==> config.mk <==
export PLATFORM = sky130hd
export DESIGN_NAME = swst_top
export DESIGN_NICKNAME = d
export VERILOG_FILES = /design/src/logic/swst_pkg.sv /design/src/logic/swst_if.sv /design/src/logic/swst_top.sv /design/src/logic/swst_capture.sv
export VERILOG_INCLUDE_DIRS = /design/src /design/src/logic
export SDC_FILE = /design/constraint.sdc
export NUM_CORES = 1
export LEC_CHECK = 0
export ABC_AREA = 1
export BUFFER_PORTS_ARGS = -buffer_cell sky130_fd_sc_hd__buf_4
export CAP_MARGIN = 20
export CORE_AREA = 2 2 96 98
export DETAILED_ROUTE_END_ITERATION = 10
export DIE_AREA = 0 0 98 100
export GPL_TIMING_DRIVEN = 0
export PLACE_DENSITY_LB_ADDON = 0.25
export REMOVE_ABC_BUFFERS = 1
export SKIP_LAST_GASP = 1
export SLEW_MARGIN = 10
export SYNTH_ARGS = -nofsm -noshare
export SYNTH_HDL_FRONTEND = slang
export SYNTH_SLANG_ARGS = --single-unit
==> constraint.sdc <==
create_clock -name clock -period 1.1 [get_ports clock]
set_clock_uncertainty 0.15 [all_clocks]
set_input_delay 0.11 -clock clock [delete_from_list [all_inputs] [get_ports clock]]
set_output_delay 0.11 -clock clock [all_outputs]
set_load 0.05 [all_outputs]
==> src/logic/swst_defs.svh <==
`ifndef SWST_DEFS_SVH
`define SWST_DEFS_SVH

// ****************************************
// register byte offsets
// ****************************************
`define SWST_DRAIN_OFS 16'h21b0
`define SWST_POS_OFS 16'h21b4
`define SWST_NEG_OFS 16'h21b8
`define SWST_TIA_OFS 16'h21bc

// ****************************************
// implemented bit masks (reserved bits 0)
// ****************************************
`define SWST_DRAIN_MASK 32'h0000007f
`define SWST_POS_MASK 32'h000075ff
`define SWST_NEG_MASK 32'h00000f7f
`define SWST_TIA_MASK 32'h00000b7f

// ****************************************
// named field positions
// ****************************************
`define SWST_DRAIN_RETURN_BIT 0
`define SWST_DRAIN_SEVEN_BIT 6
`define SWST_POS_RETURN_BIT 0
`define SWST_POS_LOAD_BIT 13
`define SWST_POS_LOAD_B_BIT 14
`define SWST_NEG_RETURN_BIT 9
`define SWST_NEG_LOAD_BIT 10
`define SWST_NEG_LOAD_B_BIT 11
`define SWST_TIA_SEVEN_BIT 6
`define SWST_TIA_NINE_BIT 8
`define SWST_TIA_TEN_BIT 9
`define SWST_TIA_RETURN_BIT 11

// ****************************************
// reset value and bus answers
// ****************************************
`define SWST_RESET_VAL 32'h00000000
`define SWST_RESP_OKAY 2'h0
`define SWST_RESP_DECERR 2'h3

`endif

==> src/logic/swst_pkg.sv <==
// ****************************************
// shared types
// ****************************************
package swst_pkg;

    // one 32-bit status word
    typedef logic [31:0] swst_word_t;

    // which status register an address selects
    typedef enum logic [2:0]
    {
        SWST_SEL_DRAIN,
        SWST_SEL_POS,
        SWST_SEL_NEG,
        SWST_SEL_TIA,
        SWST_SEL_NONE
    } swst_sel_e;

endpackage : swst_pkg

==> src/logic/swst_if.sv <==
`timescale 1ns/1ps
`default_nettype none

// ****************************************
// status words from capture to bus slave
// ****************************************
interface swst_if;
    import swst_pkg::*;

    swst_word_t drain; // drain group word
    swst_word_t pos; // positive group word
    swst_word_t neg; // negative group word
    swst_word_t tia; // tia group word

    // capture side drives, slave side reads
    modport capture (output drain, pos, neg, tia);
    modport reader (input drain, pos, neg, tia);

endinterface : swst_if

`default_nettype wire

==> src/logic/swst_top.sv <==
// Notes on behaviour
// - drain word at 21b0, bits 6..0 used
// - status bit 1 closed, 0 open
// - positive word at 21b4, reserved 11,9,31:15
// - negative word at 21b8, reserved 7,31:12
// - tia word at 21bc, bits 11,9,8
// - all read-only, reset to zero
// - tia bits 6..0 used, bit 7 reserved
`timescale 1ns/1ps
`default_nettype none
`include "swst_defs.svh"

// ****************************************
// switch status bank, axi4-lite slave
// ****************************************
module swst_top
    import swst_pkg::*;
#(
    parameter int ADDR_W = 16
)
(
    // clock and reset
    input wire logic clock,
    input wire logic sys_rst,
    // live switch states from the control registers
    input wire logic [31:0] drain_state,
    input wire logic [31:0] pos_state,
    input wire logic [31:0] neg_state,
    input wire logic [31:0] tia_state,
    // write address channel
    input wire logic [ADDR_W-1:0] s_axi_awaddr,
    input wire logic [2:0] s_axi_awprot,
    input wire logic s_axi_awvalid,
    output logic s_axi_awready,
    // write data channel
    input wire logic [31:0] s_axi_wdata,
    input wire logic [3:0] s_axi_wstrb,
    input wire logic s_axi_wvalid,
    output logic s_axi_wready,
    // write response channel
    output logic [1:0] s_axi_bresp,
    output logic s_axi_bvalid,
    input wire logic s_axi_bready,
    // read address channel
    input wire logic [ADDR_W-1:0] s_axi_araddr,
    input wire logic [2:0] s_axi_arprot,
    input wire logic s_axi_arvalid,
    output logic s_axi_arready,
    // read data channel
    output logic [31:0] s_axi_rdata,
    output logic [1:0] s_axi_rresp,
    output logic s_axi_rvalid,
    input wire logic s_axi_rready
);

    // ****************************************
    // address decode
    // ****************************************
    function automatic swst_sel_e decode(input logic [ADDR_W-1:0] a);
        logic [15:0] w;
        w = 16'(a);
        // upper bits must be zero as well for a hit
        if (a != ADDR_W'(w))
            return SWST_SEL_NONE;
        case ({w[15:2], 2'b00})
            `SWST_DRAIN_OFS: return SWST_SEL_DRAIN;
            `SWST_POS_OFS: return SWST_SEL_POS;
            `SWST_NEG_OFS: return SWST_SEL_NEG;
            `SWST_TIA_OFS: return SWST_SEL_TIA;
            default: return SWST_SEL_NONE;
        endcase
    endfunction : decode

    // ****************************************
    // status capture
    // ****************************************
    swst_if stat ();

    swst_capture u_capture (
        .clock(clock),
        .sys_rst(sys_rst),
        .drain_state(drain_state),
        .pos_state(pos_state),
        .neg_state(neg_state),
        .tia_state(tia_state),
        .stat(stat)
    );

    // ****************************************
    // write path: accepted, never stored
    // ****************************************
    logic aw_got; // address held, waiting data
    logic w_got; // data held, waiting address
    logic aw_hit; // held address was mapped
    logic next_aw_got;
    logic next_w_got;
    logic next_aw_hit;
    logic next_awready;
    logic next_wready;
    logic next_bvalid;
    logic [1:0] next_bresp;
    logic aw_take; // address handshake now
    logic w_take; // data handshake now
    logic have_aw; // address known this cycle
    logic have_w; // data known this cycle
    logic hit_now; // mapped address this cycle
    logic fire; // response launched

    // next state of the write side
    always_comb
    begin
        aw_take = s_axi_awvalid & s_axi_awready;
        w_take = s_axi_wvalid & s_axi_wready;
        have_aw = aw_got | aw_take;
        have_w = w_got | w_take;
        hit_now = aw_take ? (decode(s_axi_awaddr) != SWST_SEL_NONE)
                          : aw_hit;
        fire = have_aw & have_w & ~s_axi_bvalid;
        next_aw_hit = hit_now;
        next_aw_got = have_aw & ~fire;
        next_w_got = have_w & ~fire;
        next_bresp = s_axi_bresp;
        if (s_axi_bvalid)
        begin
            // hold until the master takes it
            next_bvalid = ~s_axi_bready;
        end
        else
        begin
            next_bvalid = fire;
        end
        if (fire)
        begin
            // data is dropped: the words are read-only
            next_bresp = hit_now ? `SWST_RESP_OKAY
                                 : `SWST_RESP_DECERR;
        end
        // one write at a time: stop taking while busy
        next_awready = ~next_aw_got & ~next_bvalid;
        next_wready = ~next_w_got & ~next_bvalid;
    end

    // write side registers
    always_ff @(posedge clock)
    begin
        if (sys_rst)
        begin
            aw_got <= 1'b0;
            w_got <= 1'b0;
            aw_hit <= 1'b0;
            s_axi_awready <= 1'b0;
            s_axi_wready <= 1'b0;
            s_axi_bvalid <= 1'b0;
            s_axi_bresp <= `SWST_RESP_OKAY;
        end
        else
        begin
            aw_got <= next_aw_got;
            w_got <= next_w_got;
            aw_hit <= next_aw_hit;
            s_axi_awready <= next_awready;
            s_axi_wready <= next_wready;
            s_axi_bvalid <= next_bvalid;
            s_axi_bresp <= next_bresp;
        end
    end

    // ****************************************
    // read path
    // ****************************************
    logic next_arready;
    logic next_rvalid;
    logic [31:0] next_rdata;
    logic [1:0] next_rresp;
    logic ar_take; // read address handshake now

    // next state of the read side
    always_comb
    begin
        ar_take = s_axi_arvalid & s_axi_arready;
        next_rdata = s_axi_rdata;
        next_rresp = s_axi_rresp;
        if (s_axi_rvalid)
        begin
            // data stands until rready
            next_rvalid = ~s_axi_rready;
        end
        else
        begin
            next_rvalid = ar_take;
        end
        if (ar_take)
        begin
            next_rresp = `SWST_RESP_OKAY;
            case (decode(s_axi_araddr))
                SWST_SEL_DRAIN: next_rdata = stat.drain;
                SWST_SEL_POS: next_rdata = stat.pos;
                SWST_SEL_NEG: next_rdata = stat.neg;
                SWST_SEL_TIA: next_rdata = stat.tia;
                default:
                begin
                    // unmapped: zero data, decode error
                    next_rdata = 32'h00000000;
                    next_rresp = `SWST_RESP_DECERR;
                end
            endcase
        end
        // one read at a time
        next_arready = ~next_rvalid;
    end

    // read side registers
    always_ff @(posedge clock)
    begin
        if (sys_rst)
        begin
            s_axi_arready <= 1'b0;
            s_axi_rvalid <= 1'b0;
            s_axi_rdata <= `SWST_RESET_VAL;
            s_axi_rresp <= `SWST_RESP_OKAY;
        end
        else
        begin
            s_axi_arready <= next_arready;
            s_axi_rvalid <= next_rvalid;
            s_axi_rdata <= next_rdata;
            s_axi_rresp <= next_rresp;
        end
    end

endmodule : swst_top

`default_nettype wire

==> src/logic/swst_capture.sv <==
`timescale 1ns/1ps
`default_nettype none
`include "swst_defs.svh"

// ****************************************
// status capture of switch states
// ****************************************
module swst_capture
    import swst_pkg::*;
(
    // clock and reset
    input wire logic clock,
    input wire logic sys_rst,
    // live switch states, 1 = closed
    input wire logic [31:0] drain_state,
    input wire logic [31:0] pos_state,
    input wire logic [31:0] neg_state,
    input wire logic [31:0] tia_state,
    // captured words
    swst_if.capture stat
);

    swst_word_t word [4]; // registered words
    swst_word_t next_word [4]; // next values
    swst_word_t raw [4]; // unmasked inputs
    swst_word_t mask [4]; // implemented bits

    // ****************************************
    // next value: masked copy of live state
    // ****************************************
    always_comb
    begin
        raw[0] = drain_state;
        raw[1] = pos_state;
        raw[2] = neg_state;
        raw[3] = tia_state;
        mask[0] = `SWST_DRAIN_MASK;
        mask[1] = `SWST_POS_MASK;
        mask[2] = `SWST_NEG_MASK;
        mask[3] = `SWST_TIA_MASK;
        for (int i = 0; i < 4; i++)
        begin
            // closed reads 1, open reads 0, reserved forced low
            next_word[i] = raw[i] & mask[i];
        end
    end

    // ****************************************
    // registers, cleared by reset
    // ****************************************
    genvar g;
    generate
        for (g = 0; g < 4; g++)
        begin : g_word
            always_ff @(posedge clock)
            begin
                if (sys_rst)
                    word[g] <= `SWST_RESET_VAL;
                else
                    word[g] <= next_word[g];
            end
        end
    endgenerate

    // hand words to the slave
    assign stat.drain = word[0];
    assign stat.pos = word[1];
    assign stat.neg = word[2];
    assign stat.tia = word[3];

endmodule : swst_capture

`default_nettype wire

* Word-level counts from Yosys, hierarchy flattened *
Memories as Yosys holds them, arrays and structs flattened.
Index checks and enable logic that the tools add are counted.

storage, ports and cells
  output and inout bits = 41
  register bits after elaboration = 44
  memories = 1
  bits in writable memories = 60
  word-level logic and storage cells = 67
  input bits = 209

operators by class
  reduce and logical (&&, ||, !) cells = 2
  bitwise logic cells = 23
  muxes and demuxes = 18
  equal/unequal tests = 12

memory list
  name            depth  width  read ports  clocked after Yosys merged registers in  wr ports  line                text
  u_capture.word  4      15     4           0                                        4         swst_capture.sv:23  swst_word_t word [4];

operators by type and width
  kind                                              number
  one-hot mux 32 bit (4 select lines)               1
  == test 14 x 12 -> 1 bit (second input constant)  8
  2-to-1 mux 15 bit                                 4
  one-hot mux 3 bit (4 select lines)                2
  bitwise AND 1 bit                                 9
  inverter 1 bit                                    8
  2-to-1 mux 1 bit                                  7
  == test 3 x 2 -> 1 bit (second input constant)    2
  2-to-1 mux 3 bit                                  2
  OR 1 bit                                          6
  2-to-1 mux 2 bit                                  2
  OR reduction 4 bit                                1
  == test 3 x 1 -> 1 bit (second input constant)    1
  zero test 3 bit                                   1
  != test 3 bit (second input constant)             1

* Depth between registers and ports, before layout *
Gate-level depths: netlist (run 1).

  depth in word-level cells = 8
  mapped depth = 10
  gate-level depth less buffers = 10

* Cells and area by module *
Synthesis (run 1) repeated with hierarchy kept, for this count alone.

unflattened totals
  cells, all modules = 655
  area, all modules = 4591.9 um2

by module, submodules not included
  module        sequential area each (um2)  cells an instance  instances  area an instance (um2)
  swst_top      840.8                       439                1          2728.9
  swst_capture  820.8                       216                1          1863.0

* Least setup slack after synthesis (run 1) *
Ideal clock, no wire load.

  path kind = register -> register
  start = register s_axi_awready
  end = register s_axi_awready
  stages on the path, launching flop included = 10
  path buffers = 0
  required time = 0.822 ns
  setup slack = -0.453 ns
  setup time = 0.128 ns
  clock period less this slack = 1.553 ns
  data arrival time = 1.275 ns
  cells stage by stage = dfxtp_1 > nand2_1 > inv_1 > nor2_1 > inv_1 > nand3_1 > o21ai_0 > inv_1 > nand2_1 > nor2_1

on the way
  cells in the longest elaborated chain, start to end = 8
  elaborated cells on any way between the ends = 10
  classes of those cells = mux (1); bitwise (9)

ends and longest elaborated chain
  item                            line             text
  from (decl)                     swst_top.sv:34   output logic s_axi_awready,
  from (signal assigned)          swst_top.sv:161  s_axi_awready <= next_awready;
  bitwise AND 1 bit (*)           swst_top.sv:112  aw_take = s_axi_awvalid & s_axi_awready;
  OR 1 bit (*)                    swst_top.sv:114  have_aw = aw_got | aw_take;
  bitwise AND 1 bit (2 in a row)  swst_top.sv:118  fire = have_aw & have_w & ~s_axi_bvalid;
  inverter 1 bit                  swst_top.sv:120  next_aw_got = have_aw & ~fire;
  bitwise AND 1 bit               swst_top.sv:120
  inverter 1 bit                  swst_top.sv:139  next_awready = ~next_aw_got & ~next_bvalid;
  bitwise AND 1 bit (*)           swst_top.sv:139

Every way passes the cells marked *; elsewhere a longest branch is shown, timed or not.
A chain may end at the register's enable or synchronous reset.

* Worst setup path in the final report (run 1) *
  start = register s_axi_arready
  end = register s_axi_rdata[14]

on the way
  cells in the longest elaborated chain, start to end = 1

ends and longest elaborated chain
  item                    line             text
  from (decl)             swst_top.sv:48   output logic s_axi_arready,
  from (signal assigned)  swst_top.sv:224  s_axi_arready <= next_arready;
  bitwise AND 1 bit       swst_top.sv:180  ar_take = s_axi_arvalid & s_axi_arready;
  to (signal assigned)    swst_top.sv:219  s_axi_rdata <= `SWST_RESET_VAL;
  to (signal assigned)    swst_top.sv:226  s_axi_rdata <= next_rdata;
  to (decl)               swst_top.sv:50   output logic [31:0] s_axi_rdata,

No other way between the ends.

==> results of run 1 <==
==> power by group through the flow <==
stage	sequential (W)	clock, W	combinational [W]
after floorplan	0.00276	0	0.000298
after global placement	0.00261	0	0.000799
after detailed placement	0.00261	0	0.000806
after CTS	0.00258	0.00198	0.00108
after global routing	0.00259	0.00211	0.00124
final	0.00258	0.00193	0.00116
==> cells in the mapped netlist, types with 2 or more instances <==
| cell type | number | area [um2] |
|---|---|---|
| a21oi_1 | 17 | 85.08 |
| a21oi_2 | 2 | 17.52 |
| buf_2 | 3 | 15.01 |
| buf_4 | 21 | 157.7 |
| buf_6 | 2 | 22.52 |
| clkbuf_1 | 7 | 26.28 |
| dfxtp_1 | 66 | 1321 |
| inv_1 | 56 | 210.2 |
| inv_2 | 2 | 7.510 |
| nand2_1 | 56 | 210.2 |
| nand2_2 | 2 | 12.51 |
| nand3_1 | 33 | 165.2 |
| nand4_1 | 3 | 18.77 |
| nor2_1 | 52 | 195.2 |
| nor2_2 | 2 | 12.51 |
| nor2_4 | 2 | 22.52 |
| nor3_1 | 2 | 10.01 |
| o21ai_0 | 10 | 50.05 |
| o21ai_1 | 7 | 35.03 |
==> per-stage QoR <==
stage,utilization,setup slack [ns],hold slack [ns],power (W)
6_report,0.5258,-0.1030,-0.07590,0.005670
3_5_place_dp,0.3785,-0.9302,0.1682,0.003419
5_1_grt,0.5258,-0.1711,-0.05872,0.005948
2_1_floorplan,-,-0.7372,0.02244,0.003060
4_1_cts,0.5020,-0.07389,-0.07881,0.005638
3_3_place_gp,0.3785,-0.8814,0.1673,0.003409
==> layout make-up <==
cell class | instances | area [um2]
sequential | 66 | 1359
inverter | 58 | 221.5
timing repair inverter | 1 | 7.507
timing repair buffer | 174 | 1673
clock inverter | 6 | 57.56
fill | 853 | 4215
multi-input combinational | 212 | 1090
clock buffer | 10 | 127.6
tap | 111 | 138.9
==> how the worst max path moves through the flow <==
stage                     slack, ns     startpoint  depth (start not counted)              end
after floorplan               -0.74  s_axi_arready                          5    s_axi_arready
final                         -0.10  s_axi_arready                          5  s_axi_rdata[14]
after detailed placement      -0.93  s_axi_arready                          5    s_axi_arready
after global routing          -0.17  s_axi_awready                          9    s_axi_awready
after global placement        -0.88  s_axi_arready                          5    s_axi_arready
after CTS                     -0.07  s_axi_awready                          9    s_axi_awready
==> worst max-delay path: cells and delay by family, from the launching register on <==
family | cells | cell delay [ns]
flops | 1 | 0.37
simple gates | 1 | 0.07
buf+inv | 2 | 0.34
compound gates | 2 | 0.15
==> flip-flops by register name, summed over array words and instances, names as in the netlist <==
name and cells:
s_axi_wready 1, s_axi_rvalid 1, s_axi_rresp 1, w_got 1, s_axi_rdata 15, aw_hit 1
aw_got 1, s_axi_awready 1, u_capture.word 41, s_axi_bresp 1, s_axi_bvalid 1, s_axi_arready 1
==> cell families after synthesis <==
logic type / count (synthesis) / share of synthesized area
AND/OR/NAND/NOR: 158 / 0.2655
AO/OA/AOI/OAI: 36 / 0.07049
buffers and inverters: 92 / 0.1664
flip-flops: 66 / 0.4962
other: 1 / 0.001408
==> layer usage <==
| layer | routed length, um | track usage | vias to the layer above |
|---|---|---|---|
| met2 | 3783 | 0.2771 | 87 |
| met3 | 513 | 0.04387 | 13 |
| li1 | - | - | 1381 |
| met4 | 123 | 0.06410 | 0 |
| met5 | 0 | 0 | - |
| met1 | 2874 | 0.1535 | 1166 |
==> timing repair <==
item                                    in CTS  in global routing
endpoints found under the setup margin      48                 49
hold endpoints to repair                    48                  2
pin swaps                                   11                  7
buffers inserted                            27                  7
cloned                                       2                  1
resized for setup                           93                 28
==> impl_metrics.env, run 1 <==
export IMPL_outcome="finished with violations"
export IMPL_violations="hold timing, setup timing"
export IMPL_diodes=0
export IMPL_cap_violations=0
export IMPL_vias=2647
export IMPL_drtIter0Drc=34
export IMPL_hold_start="s_axi_awaddr[11]"
export IMPL_synth_edf_count=0
export IMPL_dp_cells=543
export IMPL_critical_path_reg2reg_endpoint="s_axi_rdata[14]"
export IMPL_period_needed_ns=1.203
export IMPL_reg2reg_from="s_axi_arready"
export IMPL_via_per_inst=4.149
export IMPL_final_nets=731
export IMPL_final_cells=638
export IMPL_rows=35
export IMPL_cts_buffers=9
export IMPL_synthArstFlopShare=0
export IMPL_p_leak_nw=2.316
export IMPL_swShare=0.2759
export IMPL_antenna_left=0
export IMPL_ctsRootBufferMaster="clkbuf_8"
export IMPL_worst_hold_path_endpoint="aw_hit"
export IMPL_p_sw_w=0.001565
export IMPL_gp_congestion=0.7239
export IMPL_fin_setup_tns_ns=-1.506
export IMPL_synth_ff_type="dfxtp_1"
export IMPL_final_cell_mix="buf_4, inv_1, nand2_1"
export IMPL_startpoint_type="flop"
export IMPL_ios=250
export IMPL_firstDrtPassIters=4
export IMPL_track_usage=0.1481
export IMPL_synth_seq_cells=66
export IMPL_drc=0
export IMPL_dpl_cell_area_um2=3364
export IMPL_dieArea_um2=9800
export IMPL_min_delay_path_depth=4
export IMPL_crit_type="reg -> reg"
export IMPL_routed_wl_mm=7.294
export IMPL_crit_fanout=5
export IMPL_slowest_delay_ns=0.37
export IMPL_setup_viol=27
export IMPL_p_int_w=0.004105
export IMPL_gr_total_overflow=0
export IMPL_min_delay_path_class="in -> reg"
export IMPL_chipHeight_um=100
export IMPL_reg2regPathDepth=5
export IMPL_syn_area_um2=2663
export IMPL_htree_num_levels=3
export IMPL_drv_slew=0
export IMPL_start_util=0.2995
export IMPL_reg2reg_slack_ns=-0.10
export IMPL_arrival_ns=1.28
export IMPL_fmax_mhz=831.2
export IMPL_critPathCaptureType="flop"
export IMPL_die_w_um=98
export IMPL_syn_avg_cell_area_um2=7.543
export IMPL_crit_path_cell_trace="nand2_8 > clkinvlp_4 > clkbuf_16 > o21ai_2 > a21oi_1"
export IMPL_synth_warnings=0
export IMPL_seqPwrFrac=0.455
export IMPL_holdWs_ns=-0.07590
export IMPL_rsz0062_at_grt="yes"
export IMPL_p_clk_frac=0.341
export IMPL_grt_pass1_wl_mm=11.30
export IMPL_design_area_um2=4674
export IMPL_cts_hold_buf=43
export IMPL_synth_cell_types=27
export IMPL_fin_crit_sh=1.094
export IMPL_grt_pass1_vias=2502
export IMPL_antenna_found_initial=0
export IMPL_timing_final_hold_violations=2
export IMPL_cts_tree="done"
export IMPL_hpwl_mm=4.150
export IMPL_finalWorstSetupSlack_ns=-0.1030
export IMPL_cp_slowest_cell="dfxtp_4"
export IMPL_drive_gt1_frac=0.4042
export IMPL_core_region_area_um2=8890
export IMPL_clk_pin_slew_worst_paths_ns=0.08
export IMPL_power_per_cell_area_nw_per_um2=1213
export IMPL_yosysSeqAreaShare=0.4962
export IMPL_clock_path_buffers=2
export IMPL_syn_inst=353
export IMPL_cts_sinks=66
export IMPL_final_common_cell="buf_4"
export IMPL_crit_required_ns=1.17
export IMPL_grt_max_degree=61
export IMPL_irDropWorstVdd_uv=670.0
export IMPL_wire_per_inst_um=11.43
export IMPL_pwr_share_comb=0.204
export IMPL_syn_to_final_growth_pct=75.56
export IMPL_insertion_delay_ns=0.34
export IMPL_port_buffers=97
Note: power is estimated with default switching activity, not from simulation.
==> run 2, diff against run 1 <==
--- a/config.mk
+++ b/config.mk
@@ -9,14 +9,16 @@
 export ABC_AREA = 1
 export BUFFER_PORTS_ARGS = -buffer_cell sky130_fd_sc_hd__buf_4
 export CAP_MARGIN = 20
-export CORE_AREA = 2 2 96 98
+export CORE_AREA = 2 2 97 99
+export CTS_BUF_LIST = sky130_fd_sc_hd__clkbuf_4
+export CTS_CLUSTER_DIAMETER = 100
 export DETAILED_ROUTE_END_ITERATION = 10
-export DIE_AREA = 0 0 98 100
+export DIE_AREA = 0 0 99 101
 export GPL_TIMING_DRIVEN = 0
 export PLACE_DENSITY_LB_ADDON = 0.25
 export REMOVE_ABC_BUFFERS = 1
 export SKIP_LAST_GASP = 1
-export SLEW_MARGIN = 10
+export SLEW_MARGIN = 20
 export SYNTH_ARGS = -nofsm -noshare
 export SYNTH_HDL_FRONTEND = slang
 export SYNTH_SLANG_ARGS = --single-unit
==> run 2 against run 1 <==
  * The run still ends with hold timing, setup timing left
  * Design area decreased by 4.6%
  * Sequential share of layout area up 1.3 points
  * Register-to-register slack got worse by 0.03 ns
  * Core utilization fell by 2.9 points
  * Critical path depth rose by 3
  * Cell count down 1.6%
  * Power fell by 6.6%
  * Non-clock buffer count decreased by 10
  * Combinational power is essentially flat
  * Via count down 0.64%
==> impl_metrics.env, run 2 (same netlist as run 1, synthesis figures left out) <==
export IMPL_final_nets=721
export IMPL_gp_congestion=0.6691
export IMPL_routed_wl_mm=7.120
export IMPL_place_ws_ns=-0.9192
export IMPL_violations="hold timing, setup timing"
export IMPL_fin_crit_sh=1.117
export IMPL_cts_tree="done"
export IMPL_crit_type="reg -> reg"
export IMPL_cts_buffers=9
export IMPL_diodes=0
export IMPL_crit_required_ns=1.28
export IMPL_timing_final_hold_violations=6
export IMPL_drive_gt1_frac=0.3849
export IMPL_reg_top3="u_capture.word x41, s_axi_rdata x15"
export IMPL_holdWs_ns=-0.1542
export IMPL_final_common_cell="buf_4"
export IMPL_wire_per_inst_um=11.34
export IMPL_track_usage=0.1506
export IMPL_gr_total_overflow=0
export IMPL_cts_sinks=66
export IMPL_worstMarginPinSlew_ns=0.6157
export IMPL_port_buffers=97
export IMPL_final_cell_mix="buf_4, nand2_1, inv_1"
export IMPL_fillers=884
export IMPL_reg2reg_slack_ns=-0.13
export IMPL_vias=2630
export IMPL_finalWorstSetupSlack_ns=-0.1290
export IMPL_power_per_cell_area_nw_per_um2=1188
export IMPL_drv_slew=0
export IMPL_slew_headroom=0.5895
export IMPL_cap_violations=0
export IMPL_cts_hold_buf=43
export IMPL_irDropWorstVdd_uv=587.8
export IMPL_p_leak_nw=2.208
export IMPL_rows=35
export IMPL_dp_cells=543
export IMPL_grt_max_degree=61
export IMPL_largest_register="u_capture.word"
export IMPL_critPathCaptureType="flop"
export IMPL_arrival_ns=1.41
export IMPL_antenna_left=0
export IMPL_fmax_mhz=813.7
export IMPL_period_needed_ns=1.229
export IMPL_ctsRootBufferMaster="clkbuf_4"
export IMPL_dpl_cell_area_um2=3364
export IMPL_ios=250
export IMPL_die_w_um=99
export IMPL_core_region_area_um2=8977
export IMPL_chipHeight_um=101
export IMPL_crit_fanout=4
export IMPL_antenna_found_initial=0
export IMPL_syn_to_final_growth_pct=67.48
export IMPL_grt_pass1_vias=2467
export IMPL_dieArea_um2=9999
export IMPL_clk_pin_slew_worst_paths_ns=0.11
export IMPL_start_util=0.2966
export IMPL_min_delay_path_class="in -> reg"
export IMPL_design_area_um2=4459
export IMPL_via_per_inst=4.188
export IMPL_largest_reg_flops=41
export IMPL_outcome="finished with violations"
export IMPL_grt_pass1_wl_mm=11.50
export IMPL_firstDrtPassIters=4
export IMPL_final_cells=628
export IMPL_fin_util=0.4967
export IMPL_drtIter0Drc=48
export IMPL_hpwl_mm=4.136
export IMPL_startpoint_type="flop"
export IMPL_rsz0062_at_grt="yes"
export IMPL_setup_viol=42
export IMPL_htree_num_levels=3
export IMPL_insertion_delay_ns=0.42
export IMPL_drc=0
export IMPL_clock_path_buffers=2
-- run 2: cell count changes in the layout (fill, tap and decap cells not counted), sizes merged --
cell	before	now
buf	130	121
clkbuf	11	9
clkinvlp	3	5
clkinv	4	3
-- run 2: power by group --
group	internal [W]	total (W)	switching [W]
registers	0.00252	0.00259	0.0000668
clock network	0.000683	0.00158	0.000893
logic	0.000536	0.00113	0.000597
total	0.00374	0.00530	0.00156
-- run 2: stage by stage --
stage                     power [W]  setup TNS, ns
after global placement     0.003407         -15.33
after floorplan            0.003060         -14.59
after global routing       0.005569         -5.653
after CTS                  0.005272         -4.242
final                      0.005297         -2.913
after detailed placement   0.003417         -15.74
-- run 2: per-layer routing --
layer	GRT usage	up-vias	routed length [um]
met2	0.2635	87	3643
li1	-	1357	-
met5	0	-	0
met4	0.06006	0	102
met3	0.05617	8	562
met1	0.1652	1178	2813
-- run 2: worst paths after layout --
path,from,depth (start not counted),to
worst max-delay path,s_axi_awready,8,s_axi_wready
worst min-delay path,s_axi_awaddr[6],4,aw_hit
worst min register to register,u_capture.word[1][12],2,s_axi_rdata[12]
worst max register to register,s_axi_awready,8,s_axi_wready
-- run 2: what timing repair did --
action                     in CTS  in global routing
pin swaps                       4                  8
hold endpoints to repair       52                  9
setup endpoints to repair      48                 48
buffers inserted               11                 15
resized for setup              90                 25
cloned                          2                  0
-- run 2: final cells by class --
cell class / count / area, um2 / area share
Clock buffer: 9 / 67.56 / 0.01515
Clock inverter: 7 / 70.07 / 0.01571
Inverter: 58 / 221.5 / 0.04966
Multi-Input combinational cell: 212 / 1071 / 0.2402
Sequential cell: 66 / 1356 / 0.3042
Tap cell: 111 / 138.9 / 0.03114
Timing Repair Buffer: 164 / 1526 / 0.3423
Timing Repair inverter: 1 / 7.507 / 0.001684
-- run 2: worst max-delay path: stages, from the launching register on --
cell and delay, ns:
dfxtp_2 0.35, nand2_2 0.08, inv_2 0.04, nor2_2 0.08
inv_2 0.06, nand3_4 0.08, o21ai_2 0.07, buf_4 0.13
nor3_1 0.12
